`src/core/uatx_pkg.sv`:
```
// Package for the serial transmit line control block: register map, field layout, states, helpers.
// Assumes a single 25 MHz reference clock and a simple address/strobe register port.
package uatx_pkg;

	localparam int ADDR_W = 8;
	localparam int DATA_W = 32;

	// Register byte offsets
	localparam logic [ADDR_W-1:0] OFF_DATA = 8'h00;
	localparam logic [ADDR_W-1:0] OFF_STAT = 8'h18;
	localparam logic [ADDR_W-1:0] OFF_LCR = 8'h2C;
	localparam logic [ADDR_W-1:0] OFF_CTRL = 8'h30;

	// Reset values and bit positions
	localparam logic [7:0] LCR_RESET = 8'h00;
	localparam int CTRL_EN = 0;
	localparam int CTRL_TXE = 8;
	localparam logic CTRL_EN_RESET = 1'b0;
	localparam logic CTRL_TXE_RESET = 1'b1;
	localparam int STAT_BUSY = 0;
	localparam int STAT_EMPTY = 1;
	localparam int STAT_FULL = 2;
	localparam int STAT_BRK = 3;
	localparam int STAT_LVL = 8;

	// Fewest data bits in a frame
	localparam logic [3:0] WLEN_BASE = 4'h5;

	// Line control fields, bit 7 down to bit 0
	typedef struct packed {
		logic tx_stick_parity;
		logic [1:0] tx_word_length;
		logic tx_fifo_on;
		logic tx_two_stop;
		logic tx_even_select;
		logic tx_parity_on;
		logic send_break;
	} uatx_cfg_s;

	// Frame format captured at the start bit
	typedef struct packed {
		logic [7:0] data;
		logic [3:0] nbits;
		logic par_on;
		logic par_bit;
		logic two;
	} uatx_frame_s;

	typedef enum logic [5:0] {
		S_IDLE = 6'h01,
		S_START = 6'h02,
		S_DATA = 6'h04,
		S_PAR = 6'h08,
		S_STOP = 6'h10,
		S_BRK = 6'h20
	} uatx_state_e;

	// Keeps only the bits that the word length sends
	function automatic logic [7:0] uatx_mask(input logic [7:0] d, input logic [1:0] wl);
		return d & (8'hFF >> (~wl));
	endfunction : uatx_mask

	// Parity bit for one character under the given format
	function automatic logic uatx_parity(input uatx_cfg_s c, input logic [7:0] d);
		if (c.tx_stick_parity)
			return ~c.tx_even_select;
		return (^uatx_mask(d, c.tx_word_length)) ^ ~c.tx_even_select;
	endfunction : uatx_parity

endpackage : uatx_pkg

```
`src/core/uatx_line_ctrl.sv`:
```
// Serial transmit line control: register port, 32-word transmit FIFO, frame serialiser.
// Assumes one 25 MHz clock, an asynchronous active-low reset and a master that never waits.
// Summary of operation
// Break waits for frame end, holds line low
// Software keeps break at least one frame
// Break never drains or discards queued characters
// Parity bit only when parity enabled
// Select 0 odd parity, 1 even parity
// One or two stop bits by select
// FIFO off means one-byte holding register
// Word length field gives five to eight bits
// Stick parity sends constant inverse of even select
// Disabling finishes the character in progress
// Start low, LSB first, parity, stop high
//
// Added by the designer: the strobed register port.
`timescale 1ns/10ps

////////////////////////////////////////////////////////////////////////////////
// Synchronous FIFO, depth must be a power of two
module uatx_fifo #(
	parameter int WIDTH = 8,
	parameter int DEPTH = 32,
	parameter int CW = $clog2(DEPTH + 1)
) (
	input wire logic i_ref_clk,
	input wire logic i_rstn,
	input wire logic i_valid,
	output logic o_ready,
	input wire logic [WIDTH-1:0] i_data,
	output logic o_valid,
	input wire logic i_ready,
	output logic [WIDTH-1:0] o_data,
	output logic [CW-1:0] o_count
);
	localparam int PW = $clog2(DEPTH);
	logic [WIDTH-1:0] mem [DEPTH];
	logic [PW-1:0] wp_q, wp_d, rp_q, rp_d;
	logic [CW-1:0] cnt_q, cnt_d;
	logic push, pop;

	// Handshakes and pointer updates
	always_comb begin
		o_ready = cnt_q != CW'(DEPTH);
		o_valid = cnt_q != '0;
		push = i_valid && o_ready;
		pop = o_valid && i_ready;
		wp_d = push ? wp_q + PW'(1) : wp_q;
		rp_d = pop ? rp_q + PW'(1) : rp_q;
		cnt_d = cnt_q + CW'(push) - CW'(pop);
		o_data = mem[rp_q];
		o_count = cnt_q;
	end

	always_ff @(posedge i_ref_clk or negedge i_rstn) begin
		if (!i_rstn) begin
			wp_q <= '0;
			rp_q <= '0;
			cnt_q <= '0;
		end else begin
			wp_q <= wp_d;
			rp_q <= rp_d;
			cnt_q <= cnt_d;
		end
	end

	// Storage, no reset needed
	always_ff @(posedge i_ref_clk) begin
		if (push)
			mem[wp_q] <= i_data;
	end
endmodule : uatx_fifo

////////////////////////////////////////////////////////////////////////////////
module uatx_line_ctrl #(
	parameter int DEPTH = 32,
	parameter int CPB = 16
) (
	input wire logic i_ref_clk,
	input wire logic i_rstn,
	input wire logic [uatx_pkg::ADDR_W-1:0] i_addr,
	input wire logic [uatx_pkg::DATA_W-1:0] i_wdata,
	input wire logic i_wr,
	input wire logic i_rd,
	output logic [uatx_pkg::DATA_W-1:0] o_rdata,
	output logic o_txd,
	output logic o_tx_ready,
	output logic o_busy
);
	localparam int CW = $clog2(DEPTH + 1);
	localparam int DW = $clog2(CPB);

	uatx_pkg::uatx_cfg_s cfg_q, cfg_d;
	logic en_q, en_d, txe_q, txe_d;
	logic [uatx_pkg::DATA_W-1:0] rdata_q, rdata_d;
	logic rdy_q, busy_q;
	uatx_pkg::uatx_state_e st_q, st_d;
	logic [DW-1:0] div_q, div_d;
	logic [3:0] bit_q, bit_d;
	uatx_pkg::uatx_frame_s fr_q, fr_d;
	logic txd_q, txd_d;
	logic f_ready, f_valid, acc_ok, push, pop, tick;
	logic [7:0] f_data;
	logic [CW-1:0] f_count;

	// Transmit buffer
	uatx_fifo #(.WIDTH(8), .DEPTH(DEPTH)) u_fifo (
		.i_ref_clk(i_ref_clk),
		.i_rstn(i_rstn),
		.i_valid(push),
		.o_ready(f_ready),
		.i_data(i_wdata[7:0]),
		.o_valid(f_valid),
		.i_ready(pop),
		.o_data(f_data),
		.o_count(f_count)
	);

	////////////////////////////////////////////////////////////////////////////
	// Register port: decode, writes, read data one cycle later
	always_comb begin
		acc_ok = cfg_q.tx_fifo_on ? f_ready : (f_count == '0);
		push = i_wr && (i_addr == uatx_pkg::OFF_DATA) && acc_ok;
		cfg_d = cfg_q;
		en_d = en_q;
		txe_d = txe_q;
		if (i_wr && i_addr == uatx_pkg::OFF_LCR)
			cfg_d = i_wdata[7:0];
		if (i_wr && i_addr == uatx_pkg::OFF_CTRL) begin
			en_d = i_wdata[uatx_pkg::CTRL_EN];
			txe_d = i_wdata[uatx_pkg::CTRL_TXE];
		end
		rdata_d = '0;
		if (i_rd) begin
			case (i_addr)
				uatx_pkg::OFF_LCR: rdata_d = {24'h000000, cfg_q};
				uatx_pkg::OFF_CTRL: begin
					rdata_d[uatx_pkg::CTRL_EN] = en_q;
					rdata_d[uatx_pkg::CTRL_TXE] = txe_q;
				end
				uatx_pkg::OFF_STAT: begin
					rdata_d[uatx_pkg::STAT_BUSY] = st_q != uatx_pkg::S_IDLE;
					rdata_d[uatx_pkg::STAT_EMPTY] = f_count == '0;
					rdata_d[uatx_pkg::STAT_FULL] = !acc_ok;
					rdata_d[uatx_pkg::STAT_BRK] = st_q == uatx_pkg::S_BRK;
					rdata_d[uatx_pkg::STAT_LVL +: CW] = f_count;
				end
				default: rdata_d = '0;
			endcase
		end
	end

	always_ff @(posedge i_ref_clk or negedge i_rstn) begin
		if (!i_rstn) begin
			cfg_q <= uatx_pkg::LCR_RESET;
			en_q <= uatx_pkg::CTRL_EN_RESET;
			txe_q <= uatx_pkg::CTRL_TXE_RESET;
			rdata_q <= '0;
			rdy_q <= 1'b0;
			busy_q <= 1'b0;
		end else begin
			cfg_q <= cfg_d;
			en_q <= en_d;
			txe_q <= txe_d;
			rdata_q <= rdata_d;
			rdy_q <= acc_ok;
			busy_q <= st_d != uatx_pkg::S_IDLE;
		end
	end

	////////////////////////////////////////////////////////////////////////////
	// Frame serialiser
	always_comb begin
		tick = div_q == DW'(CPB - 1);
		st_d = st_q;
		bit_d = bit_q;
		fr_d = fr_q;
		pop = 1'b0;
		div_d = (tick || st_q == uatx_pkg::S_IDLE || st_q == uatx_pkg::S_BRK) ? '0 : div_q + DW'(1);
		case (st_q)
			uatx_pkg::S_IDLE: begin
				if (cfg_q.send_break)
					st_d = uatx_pkg::S_BRK;
				else if (f_valid && en_q && txe_q) begin
					pop = 1'b1;
					st_d = uatx_pkg::S_START;
					fr_d.data = f_data;
					fr_d.nbits = uatx_pkg::WLEN_BASE + {2'b00, cfg_q.tx_word_length};
					fr_d.par_on = cfg_q.tx_parity_on;
					fr_d.par_bit = uatx_pkg::uatx_parity(cfg_q, f_data);
					fr_d.two = cfg_q.tx_two_stop;
				end
			end
			uatx_pkg::S_START: begin
				if (tick) begin
					st_d = uatx_pkg::S_DATA;
					bit_d = '0;
				end
			end
			uatx_pkg::S_DATA: begin
				if (tick) begin
					bit_d = bit_q + 4'h1;
					if (bit_q == fr_q.nbits - 4'h1) begin
						bit_d = '0;
						st_d = fr_q.par_on ? uatx_pkg::S_PAR : uatx_pkg::S_STOP;
					end
				end
			end
			uatx_pkg::S_PAR: begin
				if (tick)
					st_d = uatx_pkg::S_STOP;
			end
			uatx_pkg::S_STOP: begin
				if (tick) begin
					bit_d = bit_q + 4'h1;
					if (bit_q == {3'b000, fr_q.two}) begin
						bit_d = '0;
						st_d = uatx_pkg::S_IDLE;
					end
				end
			end
			uatx_pkg::S_BRK: begin
				if (!cfg_q.send_break)
					st_d = uatx_pkg::S_IDLE;
			end
			default: st_d = uatx_pkg::S_IDLE;
		endcase
		// Line level follows the next state
		case (st_d)
			uatx_pkg::S_START: txd_d = 1'b0;
			uatx_pkg::S_DATA: txd_d = fr_d.data[bit_d[2:0]];
			uatx_pkg::S_PAR: txd_d = fr_d.par_bit;
			uatx_pkg::S_BRK: txd_d = 1'b0;
			default: txd_d = 1'b1;
		endcase
	end

	always_ff @(posedge i_ref_clk or negedge i_rstn) begin
		if (!i_rstn) begin
			st_q <= uatx_pkg::S_IDLE;
			div_q <= '0;
			bit_q <= '0;
			fr_q <= '0;
			txd_q <= 1'b1;
		end else begin
			st_q <= st_d;
			div_q <= div_d;
			bit_q <= bit_d;
			fr_q <= fr_d;
			txd_q <= txd_d;
		end
	end

	assign o_rdata = rdata_q;
	assign o_txd = txd_q;
	assign o_tx_ready = rdy_q;
	assign o_busy = busy_q;
endmodule : uatx_line_ctrl

```
`config.mk`:
```
export PLATFORM = sky130hd
export DESIGN_NAME = uatx_line_ctrl
export DESIGN_NICKNAME = d
export VERILOG_FILES = /design/src/core/uatx_pkg.sv /design/src/core/uatx_line_ctrl.sv
export SDC_FILE = /design/constraint.sdc
export NUM_CORES = 1
export LEC_CHECK = 0
export BUFFER_PORTS_ARGS = -buffer_cell sky130_fd_sc_hd__buf_2
export CORE_ASPECT_RATIO = 1.25
export CORE_UTILIZATION = 61
export DETAILED_ROUTE_END_ITERATION = 10
export PLACE_DENSITY = 0.8
export RECOVER_POWER = 25
export SYNTH_ARGS = -nofsm -noshare
export SYNTH_HDL_FRONTEND = slang
export SYNTH_SLANG_ARGS = --single-unit
export TNS_END_PERCENT = 20
```
`constraint.sdc`:
```
create_clock -name i_ref_clk -period 3.83 [get_ports i_ref_clk]
set_input_delay 0.766 -clock i_ref_clk [delete_from_list [all_inputs] [get_ports i_ref_clk]]
set_output_delay 0.766 -clock i_ref_clk [all_outputs]
set_load 0.03 [all_outputs]
```
==> Word level (Yosys, flattened, before mapping) <==
Memories as Yosys holds them, arrays and structs flattened.
Index checks and enable logic that the tools add are counted.
{ "totals": {"ff_bits": 90, "ramBits": 256, "inputBits": 44, "output_inout_bits": 35, "wordCells": 124, "n_memories": 1} }
{ "mem_list": {"columns": ["name", "depth", "word_bits", "read_ports", "rd_ports_with_merged_regs", "write_ports", "line_no", "text"], "rows": [
  ["u_fifo.mem", 32, 8, 1, 0, 1, "uatx_line_ctrl.sv:37", "logic [WIDTH-1:0] mem [DEPTH];"]
]} }
{ "op_classes": {"n_addsub": 8, "magnitude_cmp": 1, "eq_ne": 22, "shifts": 1, "n_mux": 42, "bitwise": 5, "reduce_logical": 19} }
{ "op_table": {"columns": ["cell", "count"], "rows": [
  ["6-bit two-way mux", 9],
  ["15-bit two-way mux", 3],
  ["6-bit one-hot mux with 6 select lines", 1],
  ["4-bit two-way mux", 7],
  ["8-bit by 6-bit equality test with 1-bit output (second input constant)", 2],
  ["14-bit two-way mux", 1],
  ["1-bit two-way mux", 13],
  ["6-bit by 2-bit equality test with 1-bit output (second input constant)", 2],
  ["6-bit by 3-bit equality test with 1-bit output (second input constant)", 2],
  ["6-bit by 4-bit equality test with 1-bit output (second input constant)", 2],
  ["6-bit equality test (second input constant)", 2],
  ["6-bit by 1-bit != test with 1-bit output (second input constant)", 2],
  ["4-bit one-hot mux with 3 select lines", 1],
  ["5-bit by 1-bit adder with 5-bit output (second input constant)", 2],
  ["5-bit two-way mux", 2],
  ["4-bit by 1-bit adder with 4-bit output (second input constant)", 2],
  ["8-bit bitwise AND", 1],
  ["8-bit by 5-bit equality test with 1-bit output (second input constant)", 1],
  ["1-bit logical AND", 8],
  ["8-bit zero test", 1],
  ["8-bit XOR reduction", 1],
  ["8-bit by 2-bit >> shifter with 8-bit output (first input constant)", 1],
  ["6-bit by 1-bit adder with 6-bit output", 1],
  ["6-bit by 1-bit equality test with 1-bit output (second input constant)", 1],
  ["25 further kinds", 30]
]} }

==> Longest topological paths before layout <==
Gate-level depths: netlist (run 1).
{ "depth": {"depth_word": 13, "depth_mapped": 17, "ltp_nobuf": 15} }

==> Cells and area by module <==
Synthesis (run 1) repeated with hierarchy kept, for this count alone.
{ "hier_totals": {"cells_unflattened": 859, "hier_area_um2": 13887.1} }
{ "by_module_without_submodules": {"columns": ["mod", "n_inst", "cells_each", "area_each_um2", "seq_area_each_um2"], "rows": [
  ["uatx_fifo", 1, 552, 10834.1, 8087.8],
  ["uatx_line_ctrl", 1, 307, 3052.9, 1405.1]
]} }

==> Least setup slack after synthesis (run 1) <==
OpenSTA, ideal clock, no wires.
{ "synth_path": {"path_kind": "register -> register", "start": "register st_q[3]", "end": "register u_fifo.cnt_q[4], in the netlist u_fifo.o_count[4]", "setup_ns": 0.122, "arrival_time_ns": 3.169, "t_required_ns": 3.708, "slack_ns": 0.539, "stages_incl_launch_ff": 17, "n_path_buf": 2, "period_less_slack_ns": 3.291, "cell_sequence": "dfrtp_1 -> nor4_1 -> nand4bb_1 -> or3_1 -> clkbuf_1 -> inv_1 -> clkbuf_1 -> ha_1 -> inv_1 -> ha_1 -> inv_1 -> fa_1 -> inv_1 -> a21oi_1 -> nor2_1 -> nor2_1 -> xnor2_1"} }
{ "synth_between": {"elab_chain_cells": 4} }
{ "synth_lines": {"columns": ["element", "line_no", "text"], "rows": [
  ["from (decl)", "uatx_line_ctrl.sv:97", "uatx_pkg::uatx_state_e st_q, st_d;"],
  ["from (signal assigned)", "uatx_line_ctrl.sv:240", "st_q <= uatx_pkg::S_IDLE;"],
  ["from (signal assigned)", "uatx_line_ctrl.sv:246", "st_q <= st_d;"],
  ["6-bit by 1-bit equality test with 1-bit output", "uatx_line_ctrl.sv:180", "case (st_q)"],
  ["1-bit two-way mux", "uatx_line_ctrl.sv:180", null],
  ["1-bit logical AND", "uatx_line_ctrl.sv:47", "pop = o_valid && i_ready;"],
  ["net u_fifo.pop", "uatx_line_ctrl.sv:40", "logic push, pop;"],
  ["6-bit by 1-bit subtractor with 6-bit output", "uatx_line_ctrl.sv:50", "cnt_d = cnt_q + CW'(push) - CW'(pop);"],
  ["net u_fifo.cnt_d[4]", "uatx_line_ctrl.sv:39", "logic [CW-1:0] cnt_q, cnt_d;"],
  ["to (signal assigned)", "uatx_line_ctrl.sv:63", "cnt_q <= cnt_d;"],
  ["to (decl)", "uatx_line_ctrl.sv:39", null]
]} }
The timed path passes the listed nets, and every way through them passes these cells.
A chain may end at the register's enable or synchronous reset.

==> results of run 1 <==
-- area by class of cell --
| type | count | area (um^2) |
|---|---|---|
| repair buffers | 81 | 531.8 |
| multi-input cells | 468 | 3956 |
| clock buffers | 51 | 1003 |
| clock inverters | 4 | 22.52 |
| well taps | 283 | 354.1 |
| fillers | 1442 | 6822 |
| inverters | 26 | 97.59 |
| flip-flops and latches | 328 | 9499 |
-- critical path: cells and delay by family (launching register included) --
kind            cells  cell delay, ns
compound gates      2            0.58
buf+inv             2            0.53
flops               1            0.77
xor+xnor            3            0.52
simple gates        3            0.54
mux                 1            0.39
-- flip-flops by register name (all words and copies together) (netlist names) --
register / count
div_q: 4
o_rdata: 14
fr_q: 15
bit_q: 4
u_fifo.wp_q: 5
u_fifo.rp_q: 5
en_q: 1
o_busy: 1
st_q: 6
u_fifo.o_count: 6
u_fifo.mem: 256
o_tx_ready: 1
txe_q: 1
o_txd: 1
cfg_q: 8
-- cells by family (layout without fill, tap and decap cells) --
logic type | after synthesis | count (layout) | share of synthesized area, %
other cells | 1 | 18 | 0.02709
fa+ha+maj | 20 | 20 | 1.862
mux | 110 | 110 | 12.17
simple gates | 204 | 204 | 7.395
xor+xnor | 27 | 27 | 1.916
compound gates | 89 | 89 | 4.755
buf+inv | 77 | 162 | 3.290
flops | 328 | 328 | 68.59
-- per-layer routing --
layer	vias up	routed length, um	global-route usage [%]
met5	-	0	0
met3	89	1869	4.081
met1	3904	11410	33.91
met4	0	1252	12.03
li1	3421	-	-
met2	339	14630	43.92
-- synthesized netlist by cell type (11+ instances only) --
library cell  number  share of area (%)
xnor2_1           16                1.0
ha_1              19                1.7
nor2_1            53                1.4
buf_4             25                1.4
mux4_2            32                5.2
nand2_1           60                1.6
mux2i_1           46                3.3
mux2_2            21                1.7
and3_1            12               0.54
o21ai_0           17               0.61
nand3_1           19               0.69
edfxtp_1         256                 56
inv_1             25               0.68
clkbuf_1          11               0.30
dfrtp_1           69                 12
-- through the flow --
| step | instances | setup slack [ns] | utilization (%) | power [mW] | instance area [um^2] |
|---|---|---|---|---|---|
| after global placement | 1186 | 0.5924 | 64.84 | 4.502 | 14450 |
| after floorplan | 873 | 0.5388 | - | 4.369 | 13900 |
| after CTS | 1241 | 0.4237 | 69.44 | 7.515 | 15480 |
| after global routing | 1241 | 0.2751 | 69.39 | 7.718 | 15460 |
| final | 1241 | 0.4287 | 69.39 | 7.480 | 15460 |
| after detailed placement | 1186 | 0.4633 | 64.84 | 4.523 | 14450 |
-- worst max-delay path by stage --
stage	slack, ns	startpoint	cells past startpoint	endpoint
final	0.43	u_fifo.rp_q[0]	11	fr_q[1]
after global routing	0.28	u_fifo.rp_q[0]	11	fr_q[1]
after CTS	0.42	u_fifo.rp_q[0]	11	fr_q[1]
after detailed placement	0.46	u_fifo.rp_q[0]	11	fr_q[1]
after global placement	0.59	u_fifo.rp_q[1]	11	fr_q[1]
after floorplan	0.54	st_q[3]	16	u_fifo.o_count[4]
-- power groups by stage --
stage	Clock (mW)	Combinational [mW]	Sequential [mW]
3_5_place_dp	0	0.495	4.03
2_1_floorplan	0	0.345	4.02
6_report	3.03	0.495	3.96
4_1_cts	3.06	0.498	3.95
3_3_place_gp	0	0.477	4.03
5_1_grt	3.20	0.557	3.96
==> results by group, run 1 <==
Clock network
  • CTS clk-pin slew, worst paths: 0.07 ns
  • Hold_buf cts: 0
  • Clock buffer depth: 3
  • CTS H-Tree Depth: 1
  • Clk sinks: 328
  • Num CTS Buffers: 30
  • Post-CTS repair timing setup buffer count: 0
  • CTS tree: built
  • Clk_lat worst skew: 0.55 ns
  • Clock Root Buffer: clkbuf_16
  • Post-CTS resize count: 0

Global routing
  • Vias in the first global route: 7,935
  • Total track usage: 26.29%
  • Initial antenna violation count: 0
  • First-pass GRT wire length: 44.88 mm
  • Total gr overflow: 0
  • Largest net degree at the start of global routing: 73

Worst setup path
  • Reg2Reg Capture Point: fr_q[1]
  • Worst r2r src: u_fifo.rp_q[0]
  • Crit path capture type: flop
  • Slowest CP cell: dfrtp_2
  • CP cell instances: buf_12 -> buf_4 -> mux2_2 -> a221oi_1 -> o211ai_1 -> nand3_1 -> xor2_1 -> xnor2_1 -> xnor2_1 -> or3_1 -> nand3_1
  • Max stage delay on crit path: 0.77 ns
  • Reg2reg setup slack: 0.43 ns
  • Reg2reg path depth: 11
  • CP required: 4.32 ns
  • CP max FO: 21
  • Worst setup SP type: flop
  • Worst Path Arrival: 3.89 ns
  • WS Path Type: reg -> reg

Power
  • Pwr Density: 483.7 mW/mm^2
  • Net Sw Frac: 21.43%
  • Comb pwr share: 6.6%
  • Leakage: 5.570 nW
  • Int Pwr: 5.877 mW
  • Net Sw Power: 1.603 mW
  • Clock Power Share: 40.5%
  • Sequential share of power: 52.9%
  • Peak supply drop: 0.4516 mV

Detailed routing
  • Via count: 7,753
  • DRC Markers: 0
  • Detailed Routing Iterations Pass 1: 5
  • Drt total wl: 29.17 mm
  • Iter 0 DRT Violations: 828
  • Vias per cell: 6.247
  • Routed length per placed instance: 23.50 um
  • Routed Antenna Nets: 0

Placed design
  • Placer congestion estimate: 0.8576
  • DP Wirelength: 18.60 mm
  • IO buf count: 37

Timing
  • RSZ-0062 raised after global routing: no
  • Hold Violations, Final: 0
  • Setup TNS: 0 ns
  • Crit path time final: 3.401 ns
  • Final hold slack: 0.4741 ns
  • Max-slew violation count: 277
  • Slew Limit Headroom: -23.37%
  • Crit share post-route: 88.81%
  • Final setup viols: 0
  • Slew @ Worst Pin: 1.851 ns
  • Fmax: 294.0 MHz
  • Worst clock skew: 0.01250 ns

Synthesis
  • Asr flop ratio synth: 21.95%
  • Cell count after synthesis: 856
  • Register area share after synthesis: 68.59%
  • Synth cell types: 75
  • Avg Inst Size Synth: 16.17 um^2
  • YS warnings: 0
  • Mapped Area: 0.01384 mm^2
  • Post-synth EDFFs: 256
  • Yosys reg bits: 328
  • Most used flip-flop cell after synthesis: edfxtp_1

Hold path
  • Min-Delay Endpoint: div_q[0]
  • Hold depth: 1
  • Hold Startpoint: div_q[0]
  • Hold Path Class: reg -> reg

Floorplanning
  • Die Y: 170.4 um
  • FP Rows: 61
  • DIE WIDTH: 136.7 um
  • Initial Util: 62.10%
  • Core box area: 0.02229 mm^2
  • Ports: 79
  • Die ar.: 0.02330 mm^2

Run status
  • Outcome: finished, violations left
  • Failing checks: max-capacitance violations, max-slew violations

Layout
  • Layout area overhead: 11.73%
  • Most frequent cells in the layout: 256 x edfxtp_1, 66 x dfrtp_1, 60 x nand2_1, 53 x nor2_1, 46 x mux2i_1
  • Final #Nets: 999
  • Commonest non-fill, non-tap cell in the layout: edfxtp_1
  • Diodes inserted: 0
  • Share of layout cells above drive strength 1: 20.15%

Run
  • MaxCap Viol Count: 7
Power figures use the tool's default switching activity.
==> inputs of run 2 (changes only) <==
--- a/config.mk
+++ b/config.mk
@@ -10,7 +10,6 @@
 export CORE_UTILIZATION = 61
 export DETAILED_ROUTE_END_ITERATION = 10
 export PLACE_DENSITY = 0.8
-export RECOVER_POWER = 25
 export SYNTH_ARGS = -nofsm -noshare
 export SYNTH_HDL_FRONTEND = slang
 export SYNTH_SLANG_ARGS = --single-unit
==> run 2 against run 1 <==
- the run now ends clean
- count of clock-buffer cells in the layout unchanged
- combinational power about the same
- register-to-register slack is essentially flat
- maximum frequency up 0.21%
- utilization rose by 0.050 points
- critical path type unchanged
- largest power group unchanged
==> results by group, run 2 (synthesis gave the netlist of run 1 again) <==
Worst setup path
  • Worst Path Arrival: 3.88 ns
  • Worst setup SP type: flop
  • Crit path capture type: flop
  • WS Path Type: reg -> reg
  • Crit path buf inv count: 2
  • CP max FO: 21
  • CP top delay family: flip-flops
  • CP required: 4.32 ns
  • CP cell instances: buf_12 -> buf_4 -> mux2_2 -> a221oi_1 -> o211ai_1 -> nand3_1 -> xor2_1 -> xnor2_1 -> xnor2_1 -> or3_1 -> nand3_1
  • Max stage delay on crit path: 0.77 ns
  • Slowest CP cell: dfrtp_2

Layout
  • Most frequent cells in the layout: 256 x edfxtp_1, 66 x dfrtp_1, 60 x nand2_1, 53 x nor2_1, 46 x mux2i_1
  • Layout fillers: 1,436
  • Diodes inserted: 0
  • Commonest non-fill, non-tap cell in the layout: edfxtp_1
  • Layout area overhead: 11.82%
  • Top reg by flops: u_fifo.mem
  • Share of layout cells above drive strength 1: 20.88%
  • Number of flip-flops in the largest register: 256
  • Final #Nets: 999

Global routing
  • Largest net degree at the start of global routing: 73
  • Total gr overflow: 0
  • Vias in the first global route: 7,935
  • Total track usage: 26.29%
  • Initial antenna violation count: 0
  • First-pass GRT wire length: 44.88 mm

Power
  • Net Sw Power: 1.606 mW
  • Int Pwr: 5.876 mW
  • Sequential share of power: 52.8%
  • Clock Power Share: 40.5%
  • Comb pwr share: 6.6%
  • Net Sw Frac: 21.46%
  • PnR Total Power: 7.482 mW
  • Peak supply drop: 0.4510 mV
  • Leakage: 5.590 nW
  • Pwr Density: 483.5 mW/mm^2

Run
  • MaxCap Viol Count: 0

Placed design
  • Pre-CTS setup slack: 0.4633 ns
  • IO buf count: 37
  • DP Wirelength: 18.60 mm
  • Placer congestion estimate: 0.8576

Floorplanning
  • DIE WIDTH: 136.7 um
  • Ports: 79
  • Initial Util: 62.10%
  • Core box area: 0.02229 mm^2
  • Die ar.: 0.02330 mm^2
  • FP Rows: 61
  • Die Y: 170.4 um

Clock network
  • Clk_lat worst skew: 0.56 ns
  • Clk sinks: 328
  • Num CTS Buffers: 30
  • Clock Root Buffer: clkbuf_16
  • Clock buffer depth: 3
  • CTS H-Tree Depth: 1
  • Hold_buf cts: 0
  • CTS clk-pin slew, worst paths: 0.07 ns
  • Post-CTS resize count: 0
  • Post-CTS repair timing setup buffer count: 0
  • CTS tree: built

Detailed routing
  • Routed length per placed instance: 23.50 um
  • Drt total wl: 29.16 mm
  • DRC Markers: 0
  • Vias per cell: 6.255
  • Iter 0 DRT Violations: 832
  • Detailed Routing Iterations Pass 1: 5
  • Via count: 7,763
  • Routed Antenna Nets: 0

Timing
  • Fmax: 294.6 MHz
  • Slew @ Worst Pin: 1.097 ns
  • Worst clock skew: 0.01476 ns
  • Setup TNS: 0 ns
  • Hold Violations, Final: 0
  • Setup ws final: 0.4360 ns
  • Max-slew violation count: 0
  • RSZ-0062 raised after global routing: no
  • Slew Limit Headroom: 25.90%
  • Crit path time final: 3.394 ns
  • Crit share post-route: 88.62%
  • Final setup viols: 0

Hold path
  • Hold Path Class: in -> async

Run status
  • Outcome: completed
[run 2: cell types whose count changed in the layout (fill, tap and decap cells not counted), sizes merged]
cell    before  now
buf         73   81
clkbuf      59   51
[run 2: power by group through the flow]
stage                     logic (mW)  registers (mW)  clock network [mW]
after floorplan                0.345            4.02                   0
after global placement         0.477            4.03                   0
after detailed placement       0.495            4.03                   0
after CTS                      0.498            3.95                3.06
after global routing           0.558            3.96                3.20
final                          0.496            3.95                3.03
[run 2: worst paths after layout]
path	start	endpoint	slack, ns	depth (start not counted)
max reg2reg	u_fifo.rp_q[0]	fr_q[1]	0.44	11
max	u_fifo.rp_q[0]	fr_q[1]	0.44	11
min reg2reg	div_q[0]	div_q[0]	0.47	1
min	i_rstn	div_q[0]	0.35	1
max in group asynchronous	i_rstn	u_fifo.rp_q[1]	2.78	1
min in group i_ref_clk	div_q[0]	div_q[0]	0.47	1
[run 2: area by class of cell]
type,instances,area [um^2],share of cell area (%)
clock buffer,51,1003,6.484
clock inverter,4,22.52,0.1455
inverter,26,97.59,0.6306
multi-input combinational,468,3956,25.56
sequential,328,9499,61.38
tap,283,354.1,2.288
timing repair buffer,81,543.0,3.509
[run 2: stage by stage]
stage	utilization [%]	cell area [um^2]	std cells	hold WS [ns]
global placement	64.84	14450	1186	0.4526
floorplan	-	13900	873	0.4334
CTS	69.44	15480	1241	0.3865
global route	69.44	15480	1241	0.4250
detailed placement	64.84	14450	1186	0.4618
finish	69.44	15480	1241	0.3517
[run 2: per-layer routing]
metal / vias to the layer above / wire length [um] / GRT usage, %
met5: - / 0 / 0
met1: 3908 / 11330 / 33.91
li1: 3420 / - / -
met2: 341 / 14600 / 43.92
met3: 94 / 1954 / 4.081
met4: 0 / 1283 / 12.03
==> inputs of run 3 (changes only) <==
--- a/config.mk
+++ b/config.mk
@@ -10,6 +10,7 @@
 export CORE_UTILIZATION = 61
 export DETAILED_ROUTE_END_ITERATION = 10
 export PLACE_DENSITY = 0.8
+export REMOVE_ABC_BUFFERS = 1
 export SYNTH_ARGS = -nofsm -noshare
 export SYNTH_HDL_FRONTEND = slang
 export SYNTH_SLANG_ARGS = --single-unit
==> run 3 against run 2 <==
- design area is essentially flat
- first-iteration DRC count shrank 7.1%
- critical endpoint unchanged
- critical path type unchanged
- routed wire length shrank 1.2%
- largest cell class unchanged
==> results by group, run 3 (synthesis gave the netlist of run 1 again) <==
Worst setup path
  • Crit path capture type: flop
  • CP max FO: 23
  • Worst r2r src: u_fifo.rp_q[0]
  • CP required: 4.32 ns
  • Worst setup SP type: flop
  • CP Launch Point: u_fifo.rp_q[0]
  • WS Path Type: reg -> reg
  • Worst Path Arrival: 3.87 ns

Layout
  • Layout area overhead: 11.73%
  • Number of flip-flops in the largest register: 256
  • Diodes inserted: 0
  • Share of layout cells above drive strength 1: 21.04%
  • Commonest non-fill, non-tap cell in the layout: edfxtp_1
  • Final #Nets: 1,005
  • Most frequent cells in the layout: 256 x edfxtp_1, 66 x dfrtp_1, 60 x nand2_1, 53 x nor2_1, 49 x buf_4
  • Top reg by flops: u_fifo.mem
  • Final core occ: 69.39%
  • Layout fillers: 1,443

Global routing
  • Vias in the first global route: 7,644
  • First-pass GRT wire length: 43.38 mm
  • Met1 Use GR: 33.67%
  • Routing usage on met2: 43.24%
  • Total track usage: 25.71%
  • Met3 Use GR: 2.621%
  • GRT Max-Usage Layer: met2
  • Initial antenna violation count: 0
  • Total gr overflow: 0
  • Largest net degree at the start of global routing: 73

Timing
  • Worst clock skew: 0.008399 ns
  • Hold Violations, Final: 0
  • Crit share post-route: 88.29%
  • Max-slew violation count: 0
  • Slew @ Worst Pin: 1.087 ns
  • Slew Limit Headroom: 26.51%
  • Crit path time final: 3.382 ns
  • Fmax: 295.7 MHz
  • Setup TNS: 0 ns
  • Final setup viols: 0
  • RSZ-0062 raised after global routing: no

Power
  • Leakage: 5.586 nW
  • Pwr Density: 477.0 mW/mm^2
  • Peak supply drop: 0.4514 mV

Placed design
  • Placer congestion estimate: 0.8508
  • IO buf count: 37
  • DP Wirelength: 18.66 mm

Detailed routing
  • Detailed Routing Iterations Pass 1: 7
  • Iter 0 DRT Violations: 773
  • DRC Markers: 0
  • Routed length per placed instance: 23.08 um
  • Routed Antenna Nets: 0
  • Drt total wl: 28.80 mm
  • Via count: 7,830
  • Vias per cell: 6.274

Clock network
  • CTS clk-pin slew, worst paths: 0.06 ns
  • Clk_lat worst skew: 0.55 ns
  • Post-CTS repair timing setup buffer count: 0
  • Clock buffer depth: 3
  • Post-CTS resize count: 0
  • Num CTS Buffers: 31
  • Hold_buf cts: 0
  • Clock Root Buffer: clkbuf_16
  • Clk sinks: 328
  • CTS tree: built
  • CTS H-Tree Depth: 1

Floorplanning
  • Ports: 79
  • Die Y: 170.4 um
  • DIE WIDTH: 136.7 um
  • FP Rows: 61
  • Die ar.: 0.02330 mm^2
  • Initial Util: 62.10%
  • Core box area: 0.02229 mm^2

Run status
  • Outcome: completed

Hold path
  • Hold Path Class: in -> async

Run
  • MaxCap Viol Count: 0
-- run 3: cell count changes in the layout (fill, tap and decap cells not counted) --
cell        delta
buf_12         -1
clkinv_4       -1
clkbuf_2       -3
bufinv_16      +1
clkinv_1       +1
buf_4          +6
clkinv_2       +1
inv_6          +1
clkbuf_1       +3
clkinvlp_4     +2
clkbuf_8       +1
clkbuf_16      -4
-- run 3: where the power goes --
group / switching, mW / leakage [nW] / total (mW) / internal [mW]
clock network: 1.24 / 0.481 / 2.94 / 1.70
logic: 0.291 / 1.84 / 0.482 / 0.191
registers: 0.0515 / 3.26 / 3.96 / 3.91
total: 1.58 / 5.59 / 7.38 / 5.80
-- run 3: layout make-up --
type	instances	area [um^2]	area share, %
clock buffer	48	913.4	5.906
clock inverter	9	76.32	0.4935
inverter	26	97.59	0.6311
multi-input combinational	468	3956	25.58
sequential	328	9499	61.42
tap	283	354.1	2.290
timing repair buffer	86	568.0	3.673
-- run 3: worst paths after layout --
path,depth (start not counted),slack [ns],to
max,10,0.45,fr_q[1]
max reg2reg,10,0.45,fr_q[1]
max in group asynchronous,1,2.76,u_fifo.rp_q[1]
min in group i_ref_clk,2,0.46,txe_q
min reg2reg,1,0.47,div_q[0]
min,1,0.37,st_q[4]
-- run 3: stage by stage --
stage | setup WS (ns) | std cells | area [um^2] | hold slack (ns) | power, mW
floorplan | -0.5253 | 822 | 13550 | 0.4334 | 4.346
finish | 0.4484 | 1248 | 15460 | 0.3682 | 7.376
detailed placement | 0.5349 | 1191 | 14480 | 0.4600 | 4.517
global placement | 0.5762 | 1191 | 14480 | 0.4505 | 4.501
global route | 0.3382 | 1248 | 15460 | 0.4346 | 7.603
CTS | 0.4914 | 1248 | 15460 | 0.3904 | 7.415
-- run 3: critical path: stages (launching register included) --
cell and delay [ns]:
dfrtp_2 0.82, buf_4 0.32, mux4_1 0.60, mux2i_1 0.33, o211ai_1 0.15, o41ai_2 0.11
xnor2_1 0.17, xnor3_1 0.24, xnor2_1 0.16, or3_1 0.32, nand3_1 0.07
-- run 3: per-layer routing --
| layer | routed length, um | share of wire (%) | vias to the layer above |
|---|---|---|---|
| li1 | - | - | 3438 |
| met1 | 11140 | 39 | 3957 |
| met2 | 14730 | 51 | 363 |
| met3 | 1760 | 6.1 | 72 |
| met4 | 1168 | 4.1 | 0 |
| met5 | 0 | 0 | - |
